==> src/hw/gor_pkg.sv <==
// Constants and types of the rate output and power control register slice
package gor_pkg;

	// ****************************************************************
	// Register offsets
	// ****************************************************************
	localparam logic [7:0] ADDR_RATE_X_HIGH = 8'h43;
	localparam logic [7:0] ADDR_RATE_X_LOW = 8'h44;
	localparam logic [7:0] ADDR_RATE_Y_HIGH = 8'h45;
	localparam logic [7:0] ADDR_RATE_Y_LOW = 8'h46;
	localparam logic [7:0] ADDR_RATE_Z_HIGH = 8'h47;
	localparam logic [7:0] ADDR_RATE_Z_LOW = 8'h48;
	localparam logic [7:0] ADDR_THERMO_RST = 8'h68;
	localparam logic [7:0] ADDR_IF_BUF = 8'h6a;
	localparam logic [7:0] ADDR_PWR_TB = 8'h6b;

	// ****************************************************************
	// Field positions and reset values
	// ****************************************************************
	localparam int BIT_THERMO_RST = 0;
	localparam int BIT_BUF_EN = 6;
	localparam int BIT_PORT_OFF = 4;
	localparam int BIT_FLUSH = 2;
	localparam int BIT_PATH_CLEAR = 0;
	localparam int BIT_DEV_RST = 7;
	localparam int BIT_SLEEP = 6;
	localparam int BIT_STANDBY = 4;
	localparam int BIT_THERMO_OFF = 3;
	localparam int TB_MSB = 2;
	localparam logic SLEEP_RST = 1'h1;
	localparam logic [2:0] TB_RST = 3'h0;
	localparam logic [2:0] TB_PLL_LO = 3'h1;
	localparam logic [2:0] TB_PLL_HI = 3'h5;
	localparam logic [2:0] TB_STOP = 3'h7;

	// ****************************************************************
	// Serial port, scaling and timing
	// ****************************************************************
	localparam logic [6:0] I2C_BASE_ADDR = 7'h68;
	localparam logic [3:0] BYTE_BITS = 4'h8;
	localparam logic [2:0] SPI_LAST_BIT = 3'h7;
	localparam logic [6:0] PIN_IDLE = 7'h0f;
	localparam logic [7:0] SENS_FS0 = 8'h83;
	localparam logic signed [15:0] RATE_MAX = 16'sh7fff;
	localparam logic signed [15:0] RATE_MIN = -16'sh8000;
	localparam int SYS_MHZ = 50;
	localparam int OSC_MHZ = 20;

	typedef enum logic [3:0] {
		I_IDLE, I_ADDR, I_ACK_A, I_REG, I_ACK_R,
		I_WDATA, I_ACK_W, I_RDATA, I_RACK
	} gor_i2c_st_t;

endpackage

==> src/hw/gor_sync2.sv <==
// Two flip-flop synchroniser for pins entering the system clock domain
`timescale 1ns/1ps
module gor_sync2 #(
	parameter int WIDTH = 1,
	parameter logic [WIDTH-1:0] RST_VAL = '0
) (
	// Clock and reset
	input wire logic sys_clk,
	input wire logic sys_rst,
	// Pins
	input wire logic [WIDTH-1:0] async_in,
	output logic [WIDTH-1:0] sync_out
);
	logic [WIDTH-1:0] meta;

	always_ff @(posedge sys_clk) begin
		if (sys_rst) begin
			meta <= RST_VAL;
			sync_out <= RST_VAL;
		end else begin
			meta <= async_in;
			sync_out <= meta;
		end
	end
endmodule // gor_sync2

==> src/hw/gor_regs.sv <==
// Rate output, path reset, interface and power control register slice
// Contract
// - X rate is signed 16 bits, high byte 0x43, low byte 0x44.
// - Y rate is 16 bits, high byte 0x45, low byte 0x46.
// - Z rate is 16 bits, high byte 0x47, low byte 0x48.
// - Output is sensitivity times rate; range zero gives 131 counts per dps.
// - Writing one to bit 0 of 0x68 resets thermometer path only.
// - Bit 6 of 0x6a opens the buffer to the serial port.
// - Bit 4 of 0x6a turns the two-wire slave off, SPI only.
// - Bit 2 of 0x6a flushes the buffer, clears after one 20 MHz cycle.
// - Bit 0 of 0x6a resets both paths and clears rate outputs.
// - Bit 7 of 0x6b restores all defaults, then clears itself.
// - Bit 6 of 0x6b is sleep; it is one after reset.
// - Bit 4 of 0x6b keeps drive and PLL but stops sense paths.
// - Bit 3 of 0x6b turns the thermometer off.
// - Timebase codes 0 and 6 use oscillator; 1 to 5 PLL when ready.
// - Timebase code 7 stops the clock, holds timing generator in reset.
// - Two-wire slave address is 0x68 or 0x69 from the address pin.
// - Samples go to the buffer only when their source enables are set.
`timescale 1ns/1ps
module gor_regs
	import gor_pkg::*;
#(
	parameter logic [7:0] SENS_FS1 = 8'h42,
	parameter logic [7:0] SENS_FS2 = 8'h21,
	parameter logic [7:0] SENS_FS3 = 8'h10
) (
	// Clock and reset
	input wire logic sys_clk,
	input wire logic sys_rst,
	// Two-wire pins, open drain
	input wire logic scl_in,
	input wire logic sda_in,
	output logic sda_out,
	output logic sda_oe_n,
	input wire logic addr_lsb_pin,
	// Four-wire pins
	input wire logic spi_cs_n,
	input wire logic spi_sclk,
	input wire logic spi_mosi,
	output logic spi_miso,
	output logic spi_miso_oe_n,
	// Sense path
	input wire logic sample_strobe,
	input wire logic signed [15:0] ang_rate_x,
	input wire logic signed [15:0] ang_rate_y,
	input wire logic signed [15:0] ang_rate_z,
	input wire logic [1:0] range_choice,
	input wire logic pll_ready,
	// Sample buffer side
	input wire logic [2:0] buf_src_en,
	output logic [2:0] buf_push,
	output logic signed [15:0] rate_x_sample,
	output logic signed [15:0] rate_y_sample,
	output logic signed [15:0] rate_z_sample,
	output logic buffer_port_open,
	output logic buffer_flush,
	// Power and path control
	output logic thermo_path_rst,
	output logic rate_path_rst,
	output logic sleep_mode,
	output logic gyro_drive_on,
	output logic sense_enable,
	output logic thermometer_off,
	output logic timebase_use_pll,
	output logic timing_gen_rst,
	output logic two_wire_port_off
);

	// ****************************************************************
	// Pin synchronisers and edges
	// ****************************************************************
	logic [6:0] pins_s;
	logic scl_d, sda_d, sclk_d;
	wire scl_s = pins_s[0];
	wire sda_s = pins_s[1];
	wire cs_n_s = pins_s[2];
	wire sclk_s = pins_s[3];
	wire mosi_s = pins_s[4];
	wire addr_lsb_s = pins_s[5];
	wire pll_ready_s = pins_s[6];

	gor_sync2 #(.WIDTH(7), .RST_VAL(PIN_IDLE)) u_sync (
		.sys_clk(sys_clk),
		.sys_rst(sys_rst),
		.async_in({pll_ready, addr_lsb_pin, spi_mosi, spi_sclk, spi_cs_n,
			sda_in, scl_in}),
		.sync_out(pins_s)
	);

	always_ff @(posedge sys_clk) begin
		if (sys_rst) begin
			scl_d <= 1'h1;
			sda_d <= 1'h1;
			sclk_d <= 1'h1;
		end else begin
			scl_d <= scl_s;
			sda_d <= sda_s;
			sclk_d <= sclk_s;
		end
	end

	wire scl_rise = scl_s & ~scl_d;
	wire scl_fall = ~scl_s & scl_d;
	wire i2c_start = scl_s & scl_d & sda_d & ~sda_s;
	wire i2c_stop = scl_s & scl_d & ~sda_d & sda_s;
	wire sclk_rise = sclk_s & ~sclk_d;
	wire sclk_fall = ~sclk_s & sclk_d;

	// ****************************************************************
	// Control registers and shared write port
	// ****************************************************************
	logic buf_en, port_off, flush, dev_rst, sleep, standby, thermo_off;
	logic [2:0] timebase;
	logic [5:0] osc_acc;
	logic i2c_wr, spi_wr;
	logic [7:0] i2c_sh, i2c_ptr, spi_wa, spi_wd;

	wire wr_en = i2c_wr | spi_wr;
	wire [7:0] wr_addr = spi_wr ? spi_wa : i2c_ptr;
	wire [7:0] wr_data = spi_wr ? spi_wd : i2c_sh;
	wire wr_if_buf = wr_en && wr_addr == ADDR_IF_BUF;
	wire wr_pwr = wr_en && wr_addr == ADDR_PWR_TB;
	wire thermo_hit = wr_en && wr_addr == ADDR_THERMO_RST &&
		wr_data[BIT_THERMO_RST];
	wire path_clear = wr_if_buf && wr_data[BIT_PATH_CLEAR];
	wire [5:0] osc_sum = osc_acc + 6'(OSC_MHZ);
	wire tick20 = osc_sum >= 6'(SYS_MHZ);

	// Oscillator-rate enable from a fractional divider
	always_ff @(posedge sys_clk) begin
		if (sys_rst)
			osc_acc <= '0;
		else
			osc_acc <= tick20 ? osc_sum - 6'(SYS_MHZ) : osc_sum;
	end

	always_ff @(posedge sys_clk) begin
		if (sys_rst || dev_rst) begin
			buf_en <= 1'h0;
			port_off <= 1'h0;
			flush <= 1'h0;
			dev_rst <= 1'h0;
			sleep <= SLEEP_RST;
			standby <= 1'h0;
			thermo_off <= 1'h0;
			timebase <= TB_RST;
		end else begin
			if (flush && tick20)
				flush <= 1'h0;
			if (wr_if_buf) begin
				buf_en <= wr_data[BIT_BUF_EN];
				port_off <= wr_data[BIT_PORT_OFF];
				if (wr_data[BIT_FLUSH])
					flush <= 1'h1;
			end
			if (wr_pwr) begin
				dev_rst <= wr_data[BIT_DEV_RST];
				sleep <= wr_data[BIT_SLEEP];
				standby <= wr_data[BIT_STANDBY];
				thermo_off <= wr_data[BIT_THERMO_OFF];
				timebase <= wr_data[TB_MSB:0];
			end
		end
	end

	wire tb_pll_code = timebase >= TB_PLL_LO && timebase <= TB_PLL_HI;
	wire sense_on = ~sleep & ~standby & (timebase != TB_STOP);

	assign buffer_port_open = buf_en;
	assign buffer_flush = flush;
	assign two_wire_port_off = port_off;
	assign sleep_mode = sleep;
	assign gyro_drive_on = ~sleep;
	assign sense_enable = sense_on;
	assign thermometer_off = thermo_off | sleep;
	assign timebase_use_pll = tb_pll_code & pll_ready_s;
	assign timing_gen_rst = timebase == TB_STOP;

	// ****************************************************************
	// Rate samples and buffer pushes
	// ****************************************************************
	function automatic logic signed [15:0] scale(
		input logic signed [15:0] r);
		logic [7:0] s;
		logic signed [24:0] p;
		case (range_choice)
		2'h0: s = SENS_FS0;
		2'h1: s = SENS_FS1;
		2'h2: s = SENS_FS2;
		default: s = SENS_FS3;
		endcase
		p = r * $signed({1'b0, s});
		if (p > 25'(RATE_MAX))
			scale = RATE_MAX;
		else if (p < 25'(RATE_MIN))
			scale = RATE_MIN;
		else
			scale = p[15:0];
	endfunction

	wire capture = sample_strobe & sense_on;

	always_ff @(posedge sys_clk) begin
		if (sys_rst || dev_rst || path_clear) begin
			rate_x_sample <= '0;
			rate_y_sample <= '0;
			rate_z_sample <= '0;
			buf_push <= '0;
		end else begin
			buf_push <= {3{capture}} & buf_src_en;
			if (capture) begin
				rate_x_sample <= scale(ang_rate_x);
				rate_y_sample <= scale(ang_rate_y);
				rate_z_sample <= scale(ang_rate_z);
			end
		end
	end

	always_ff @(posedge sys_clk) begin
		if (sys_rst) begin
			thermo_path_rst <= 1'h0;
			rate_path_rst <= 1'h0;
		end else begin
			thermo_path_rst <= thermo_hit | path_clear;
			rate_path_rst <= path_clear;
		end
	end

	// Rate outputs have no write decode, so writes there fall away
	function automatic logic [7:0] reg_read(input logic [7:0] a);
		case (a)
		ADDR_RATE_X_HIGH: reg_read = rate_x_sample[15:8];
		ADDR_RATE_X_LOW: reg_read = rate_x_sample[7:0];
		ADDR_RATE_Y_HIGH: reg_read = rate_y_sample[15:8];
		ADDR_RATE_Y_LOW: reg_read = rate_y_sample[7:0];
		ADDR_RATE_Z_HIGH: reg_read = rate_z_sample[15:8];
		ADDR_RATE_Z_LOW: reg_read = rate_z_sample[7:0];
		ADDR_IF_BUF: reg_read = {1'b0, buf_en, 1'b0, port_off, 1'b0,
			flush, 2'b00};
		ADDR_PWR_TB: reg_read = {dev_rst, sleep, 1'b0, standby,
			thermo_off, timebase};
		default: reg_read = 8'h00;
		endcase
	endfunction

	// ****************************************************************
	// Two-wire slave
	// ****************************************************************
	gor_i2c_st_t i2c_st;
	logic [3:0] i2c_cnt;
	logic i2c_rw, i2c_nack;
	wire addr_hit = i2c_sh[7:1] == {I2C_BASE_ADDR[6:1], addr_lsb_s};

	always_ff @(posedge sys_clk) begin
		if (sys_rst || dev_rst || port_off) begin
			i2c_st <= I_IDLE;
			i2c_cnt <= '0;
			i2c_sh <= '0;
			i2c_ptr <= '0;
			i2c_rw <= 1'h0;
			i2c_nack <= 1'h0;
			i2c_wr <= 1'h0;
		end else begin
			i2c_wr <= 1'h0;
			if (i2c_stop) begin
				i2c_st <= I_IDLE;
			end else if (i2c_start) begin
				i2c_st <= I_ADDR;
				i2c_cnt <= '0;
			end else if (scl_rise) begin
				if (i2c_st == I_ADDR || i2c_st == I_REG ||
					i2c_st == I_WDATA) begin
					i2c_sh <= {i2c_sh[6:0], sda_s};
					i2c_cnt <= i2c_cnt + 4'h1;
				end
				if (i2c_st == I_RACK)
					i2c_nack <= sda_s;
			end else if (scl_fall) begin
				case (i2c_st)
				I_ADDR: if (i2c_cnt == BYTE_BITS) begin
					i2c_rw <= i2c_sh[0];
					i2c_st <= addr_hit ? I_ACK_A : I_IDLE;
				end
				I_ACK_A: begin
					i2c_cnt <= '0;
					if (i2c_rw) begin
						i2c_sh <= reg_read(i2c_ptr);
						i2c_st <= I_RDATA;
					end else
						i2c_st <= I_REG;
				end
				I_REG: if (i2c_cnt == BYTE_BITS) begin
					i2c_ptr <= i2c_sh;
					i2c_st <= I_ACK_R;
				end
				I_ACK_R: begin
					i2c_cnt <= '0;
					i2c_st <= I_WDATA;
				end
				I_WDATA: if (i2c_cnt == BYTE_BITS) begin
					i2c_wr <= 1'h1;
					i2c_st <= I_ACK_W;
				end
				I_ACK_W: begin
					i2c_cnt <= '0;
					i2c_ptr <= i2c_ptr + 8'h01;
					i2c_st <= I_WDATA;
				end
				I_RDATA: if (i2c_cnt == BYTE_BITS - 4'h1) begin
					i2c_ptr <= i2c_ptr + 8'h01;
					i2c_st <= I_RACK;
				end else begin
					i2c_sh <= {i2c_sh[6:0], 1'b0};
					i2c_cnt <= i2c_cnt + 4'h1;
				end
				I_RACK: if (i2c_nack)
					i2c_st <= I_IDLE;
				else begin
					i2c_sh <= reg_read(i2c_ptr);
					i2c_cnt <= '0;
					i2c_st <= I_RDATA;
				end
				default: i2c_st <= I_IDLE;
				endcase
			end
		end
	end

	wire i2c_ack = i2c_st == I_ACK_A || i2c_st == I_ACK_R ||
		i2c_st == I_ACK_W;
	assign sda_out = 1'h0;
	assign sda_oe_n = ~(i2c_ack || (i2c_st == I_RDATA && !i2c_sh[7]));

	// ****************************************************************
	// Four-wire slave: first byte is read flag and address
	// ****************************************************************
	logic [2:0] spi_cnt;
	logic [7:0] spi_sh, spi_tx, spi_ptr;
	logic spi_first, spi_rd;
	wire [7:0] spi_byte = {spi_sh[6:0], mosi_s};
	wire [7:0] spi_addr = {1'b0, spi_byte[6:0]};

	always_ff @(posedge sys_clk) begin
		if (sys_rst || dev_rst || cs_n_s) begin
			spi_cnt <= '0;
			spi_sh <= '0;
			spi_tx <= '0;
			spi_ptr <= '0;
			spi_first <= 1'h1;
			spi_rd <= 1'h0;
			spi_wr <= 1'h0;
			spi_wa <= '0;
			spi_wd <= '0;
		end else begin
			spi_wr <= 1'h0;
			if (sclk_rise) begin
				spi_sh <= spi_byte;
				spi_cnt <= spi_cnt + 3'h1;
				if (spi_cnt == SPI_LAST_BIT) begin
					spi_first <= 1'h0;
					if (spi_first) begin
						spi_rd <= spi_byte[7];
						spi_ptr <= spi_byte[7] ? spi_addr + 8'h01 : spi_addr;
						spi_tx <= reg_read(spi_addr);
					end else if (spi_rd) begin
						spi_tx <= reg_read(spi_ptr);
						spi_ptr <= spi_ptr + 8'h01;
					end else begin
						spi_wr <= 1'h1;
						spi_wa <= spi_ptr;
						spi_wd <= spi_byte;
						spi_ptr <= spi_ptr + 8'h01;
					end
				end
			end else if (sclk_fall && spi_cnt != 3'h0) begin
				spi_tx <= {spi_tx[6:0], 1'b0};
			end
		end
	end

	assign spi_miso = spi_tx[7];
	assign spi_miso_oe_n = cs_n_s;
endmodule // gor_regs

==> config.mk <==
export PLATFORM = sky130hd
export DESIGN_NAME = gor_regs
export DESIGN_NICKNAME = d
export VERILOG_FILES = /design/src/hw/gor_pkg.sv /design/src/hw/gor_sync2.sv /design/src/hw/gor_regs.sv
export SDC_FILE = /design/constraint.sdc
export NUM_CORES = 1
export LEC_CHECK = 0
export ABC_AREA = 1
export BUFFER_PORTS_ARGS = -buffer_cell sky130_fd_sc_hd__buf_2
export CAP_MARGIN = 20
export CORE_MARGIN = 2
export CORE_UTILIZATION = 64
export CTS_CLUSTER_DIAMETER = 40
export DETAILED_ROUTE_END_ITERATION = 7
export PLACE_DENSITY = 0.86
export SLEW_MARGIN = 5
export SYNTH_ARGS = -nofsm -noshare
export SYNTH_HDL_FRONTEND = slang
export SYNTH_SLANG_ARGS = --single-unit
==> constraint.sdc <==
create_clock -name sys_clk -period 5.9 [get_ports sys_clk]
set_input_delay 0.295 -clock sys_clk [delete_from_list [all_inputs] [get_ports sys_clk]]
set_output_delay 0.295 -clock sys_clk [all_outputs]
set_load 0.05 [all_outputs]
==> Yosys cells after proc, flatten, opt, wreduce, memory -nomap -nowiden <==
Index checks and enable logic that the tools add are counted.
{ "totals": {"regBits": 158, "out_inout_bits": 66, "elab_cells": 252} }
{ "classes": {"addsub": 7, "n_mul": 3, "order_cmp": 9, "n_eq_ne": 61, "n_mux": 55, "n_bitwise": 35, "n_reduce_logical": 45} }
{ "ops": {"columns": ["op", "count"], "rows": [
  ["case mux 8 bit (8 select lines)", 3],
  ["equality test 8 x 7 -> 1 bit, second input constant", 19],
  ["2-to-1 mux 8 bit", 19],
  ["2-to-1 mux 16 bit", 6],
  ["> comparator 25 x 16 -> 1 bit, second input constant", 3],
  ["< comparator 25 x 16 -> 1 bit, second input constant", 3],
  ["multiplier 16 x 9 -> 25 bit", 3],
  ["case mux 8 bit (3 select lines)", 3],
  ["equality test 7 bit, second input constant", 8],
  ["2-to-1 mux 4 bit", 10],
  ["case mux 4 bit (7 select lines)", 1],
  ["AND reduction 6 bit", 4],
  ["equality test 4 x 3 -> 1 bit, second input constant", 5],
  ["NOT 1 bit", 18],
  ["adder 8 x 1 -> 8 bit, second input constant", 2],
  ["!= test 3 bit, second input constant", 5],
  ["bitwise AND 1 bit", 13],
  ["!= test 2 x 1 -> 1 bit, second input constant", 6],
  ["case mux 4 bit (3 select lines)", 1],
  ["logical AND 1 bit", 9],
  ["logical OR 1 bit", 9],
  ["!= test 3 x 2 -> 1 bit, second input constant", 3],
  ["nonzero test 3 bit", 3],
  ["adder 7 x 1 -> 8 bit, second input constant", 1],
  ["37 further kinds", 58]
]} }

==> Depth between registers and ports, before layout <==
{ "logic_depth": {"word_depth": 10, "depth_mapped": 34, "depth_no_buf": 31} }

==> Modules after synthesis <==
A second synthesis with hierarchy kept.
{ "hier_totals": {"hier_cells": 3274, "hier_area_um2": 22074.9} }
{ "by_module_without_submodules": {"columns": ["mod", "n_inst", "cells_per_inst", "area_each_um2", "seq_area_each_um2"], "rows": [
  ["gor_regs", 1, 3231, 21685.8, 2842.7],
  ["gor_sync2", 1, 43, 389.1, 280.3]
]} }

==> Worst setup path after synthesis <==
OpenSTA, ideal clock, no wires.
{ "synth_timing": {"path_type": "input port to flip-flop", "startpoint": "in range_choice[1]", "endpoint": "reg rate_z_sample[10]", "setup_ps": 122, "t_arrival_ps": 4885, "setup_slack_ps": 893, "stages": 28, "n_path_buf": 4, "path_cell_list": "clkbuf_1 -> nor2_1 -> inv_1 -> clkbuf_1 -> buf_1 -> nor2_1 -> ha_1 -> fa_1 -> fa_1 -> inv_1 -> fa_1 -> inv_1 -> ha_1 -> nand2_2 -> inv_1 -> nand2_1 -> nand2_1 -> a21oi_1 -> nand2_1 -> nand2_1 -> nand2_1 -> nor2_1 -> nand2_1 -> nor2_1 -> nand2_1 -> a21oi_4 -> buf_6 -> a21oi_2"} }
{ "synth_between": {"elab_chain_cells": 8} }
{ "synth_lines": {"columns": ["item", "line_no", "rtl"], "rows": [
  ["from (decl)", "gor_regs.sv:48", "input wire logic [1:0] range_choice,"],
  ["equality test 2 bit, or another cell as far along", "gor_regs.sv:187", "case (range_choice)"],
  ["case mux 8 bit (3 select lines) *", "gor_regs.sv:187", null],
  ["2-to-1 mux 8 bit *", "gor_regs.sv:212", "if (capture) begin"],
  ["2-to-1 mux 8 bit *", "gor_regs.sv:205", "if (sys_rst || dev_rst || path_clear) begin"],
  ["multiplier 16 x 9 -> 25 bit *", "gor_regs.sv:193", "p = r * $signed({1'b0, s});"],
  ["< comparator 25 x 16 -> 1 bit", "gor_regs.sv:196", "else if (p < 25'(RATE_MIN))"],
  ["2-to-1 mux 16 bit", "gor_regs.sv:196", null],
  ["2-to-1 mux 16 bit *", "gor_regs.sv:194", "if (p > 25'(RATE_MAX))"],
  ["to (signal assigned)", "gor_regs.sv:215", "rate_z_sample <= scale(ang_rate_z);"],
  ["to (decl)", "gor_regs.sv:55", "output logic signed [15:0] rate_z_sample,"]
]} }
Every way passes the cells marked *; elsewhere a longest branch is shown, timed or not. The select of a mux whose other input is x is not followed.
A chain may end at the register's enable or synchronous reset.

==> Final worst setup path <==
{ "layout_timing": {"startpoint": "in range_choice[0]", "endpoint": "reg rate_z_sample[1]"} }
The elaborated chain is that of the path after synthesis.

==> flow_summary.json <==
{
  "cts_root_buf": "clkbuf_16",
  "crit_slowest_cell": "fa_1",
  "syn_nets": 3793,
  "clk_pin_slew_ns": 0.07,
  "antenna_found_initial": 3,
  "clkLatencyLatePin_ns": 0.44,
  "syn_area_per_cell_sq_um": 6.86,
  "r2r_start": "spi_wr$_SDFF_PP0_",
  "total_power_uw": 5510,
  "clock_path_buffers": 2,
  "gp_congestion": 1.01,
  "seq_area_frac_synth": 0.140,
  "rsz0062_at_grt": "false",
  "setup_viol": 0,
  "max_freq_mhz": 193,
  "synth-edff-count": 0,
  "period_needed_ns": 5.18,
  "cpPeakStageDelay_ns": 0.55,
  "dr.pass1.iters": 8,
  "core.rowCount": 68,
  "p_leak_uw": 0.0129,
  "track_usage": 0.349,
  "hold_end": "u_sync.meta[2]$_SDFF_PP1_",
  "cap_violations": 0,
  "routed-wl-met2_um": 29900,
  "worst_ep_arrival_time_ns": 5.48,
  "gr-total-overflow": 0,
  "syn2layout_area_growth_pct": 7.31,
  "synthCells": 3259,
  "drive_gt1_frac": 0.0915,
  "status": "completed",
  "yosysWarnings": 0,
  "post_synth_num_cell_types": 58,
  "grt_pass1_vias": 21100,
  "syn_area_sq_mm": 0.0223,
  "mostFrequentLayoutCell": "inv_1",
  "cts_resized": 0,
  "portBuffers": 127,
  "layout.nets": 3886,
  "ys_ff_latch": 156,
  "cp-end-kind": "register",
  "timing.final.crit_share": 0.878,
  "multiInputGateArea_sq_mm": 0.0158,
  "drv_slew": 0,
  "top_layer": "met5",
  "cts_made_buffers": 17,
  "clkSinkCount": 156,
  "relSlewSlack": 0.493,
  "cts_tree": "yes",
  "wl_met1_um": 25100,
  "critPathMaxFanout": 32,
  "drt-initial-drc-count": 1734,
  "min_path_type": "in -> reg",
  "finalClockSkew_ns": 0.0108,
  "hold_viol_final": 0,
  "rrSetupSlack_ns": 3.02,
  "htreeDepth": 4,
  "synthFlopType": "dfxtp_1",
  "crit_top_cell": "nand2_1",
  "holdPathStages": 2,
  "postCtsSetupBuffers": 0,
  "async_flop_share": 0,
  "r2r-end": "rate_z_sample[10]$_SDFFE_PP0P_",
  "dpl_cell_area_sq_mm": 0.0234,
  "nFillCells": 2915,
  "setup_tns_ns": 0,
  "grt_max_degree": 49,
  "tightest_slew_ns": 0.756,
  "core_area_sq_mm": 0.0345,
  "die_h_um": 191,
  "drc": 0,
  "grt_pass1_wl_um": 102000,
  "holdCritStartpoint": "spi_cs_n",
  "startpoint_type": "primary input",
  "die_x_um": 191,
  "ir_drop_mv": 0.331,
  "wl_met3_um": 4720,
  "drt-total-wl_um": 62000,
  "layout_common_cells": "783 x inv_1, 496 x nand2_1, 464 x nor2_1, 267 x ha_1, 204 x fa_1",
  "dp_hpwl_um": 51300,
  "wl_per_cell_um": 16.2,
  "postCtsHoldBufs": 0,
  "reg2reg_depth": 10,
  "antenna_left": 0,
  "crit_required_ns": 6.20,
  "dieArea_sq_mm": 0.0364,
  "start_util": 0.648,
  "vias": 21200,
  "ios": 129,
  "vias_per_cell": 5.54,
  "power.density_mw_per_mm2": 230,
  "stdcell_area_sq_mm": 0.0240,
  "worstSetupPathType": "in -> reg",
  "seqCellArea_sq_mm": 0.00312
}
[flip-flops by register name, summed over array words and instances (netlist names), 4 cells and up]
signal and flops:
spi_ptr 8, rate_z_sample 16, i2c_cnt 4, u_sync.meta 7
rate_x_sample 16, spi_wa 8, spi_tx 8, rate_y_sample 16
spi_wd 7, i2c_ptr 8, osc_acc 5, u_sync.sync_out 7
i2c_sh 8, i2c_st 4, spi_sh 7
[cell families after synthesis]
group,Yosys count,synth area share
compound gates,441,0.114
xor+xnor,58,0.0243
fa+ha+maj,471,0.332
flops,156,0.140
mux,1,0.000448
other cells,1,0.000168
buf+inv,880,0.151
simple gates,1251,0.237
[worst max-delay path, delay by kind of cell]
family                     cells  cell delay (ns)
adders and majority gates      5             2.27
and+or+nand+nor               12             1.32
buffers and inverters          6             0.98
AOI/OAI and AO/OA              2             0.57
[synthesized netlist by cell type, drive strengths merged (6+ instances only)]
cell type,count,area (sq um)
nand3,128,666
o21ai,134,674
o31ai,9,67.6
nand3b,6,57.6
fa,204,4080
nand2,541,2160
inv,805,3020
o22ai,53,332
ha,267,3340
dfxtp,156,3120
xnor2,29,262
xor2,29,280
or2,12,75.1
nor3,38,200
o221ai,6,52.6
o211ai,10,75.1
a21oi,189,1040
nor2,481,1870
a31oi,9,56.3
clkbuf,46,173
nand4,36,225
a211oi,9,67.6
buf,25,173
[through the flow]
step                      hold slack [ns]  std cells  utilization  worst slack [ns]
after detailed placement            0.394       3788        0.678             0.389
after CTS                          0.0382       3820        0.696             0.845
after global placement              0.397       3788        0.678             0.536
after global routing               0.0296       3823        0.696             0.374
after floorplan                     0.388       3259            -             0.893
final                              0.0428       3823        0.696             0.718
[routing by layer]
| metal | vias to the layer above | track usage |
|---|---|---|
| met5 | - | 0.0124 |
| met4 | 2 | 0.139 |
| met3 | 159 | 0.0464 |
| met2 | 872 | 0.608 |
| met1 | 9919 | 0.435 |
| li1 | 10200 | - |
[layout make-up]
| class | count | share of cell area |
|---|---|---|
| diodes | 3 | 0.000313 |
| clock buffers | 19 | 0.0185 |
| clock inverters | 13 | 0.00652 |
| inverters | 809 | 0.127 |
| multi-input cells | 2223 | 0.661 |
| flip-flops and latches | 156 | 0.130 |
| well taps | 455 | 0.0237 |
| repair buffers | 145 | 0.0332 |
[how the worst max path moves through the flow]
stage | startpoint | endpoint | slack [ns] | depth (start not counted)
floorplan | range_choice[1] | rate_z_sample[10]$_SDFFE_PP0P_ | 0.89 | 28
global placement | range_choice[0] | rate_z_sample[2]$_SDFFE_PP0P_ | 0.54 | 24
detailed placement | range_choice[0] | rate_z_sample[1]$_SDFFE_PP0P_ | 0.39 | 25
CTS | range_choice[0] | rate_z_sample[1]$_SDFFE_PP0P_ | 0.84 | 25
global route | range_choice[0] | rate_z_sample[3]$_SDFFE_PP0P_ | 0.37 | 25
finish | range_choice[0] | rate_z_sample[1]$_SDFFE_PP0P_ | 0.72 | 25
[power by group]
part	total, uW	internal (uW)	switching, uW	leakage [uW]
Clock	1120	645	478	0.000292
Sequential	1100	1080	21.7	0.00126
Combinational	3290	1140	2150	0.0113
No activity file was read; power rests on OpenSTA's default activity.
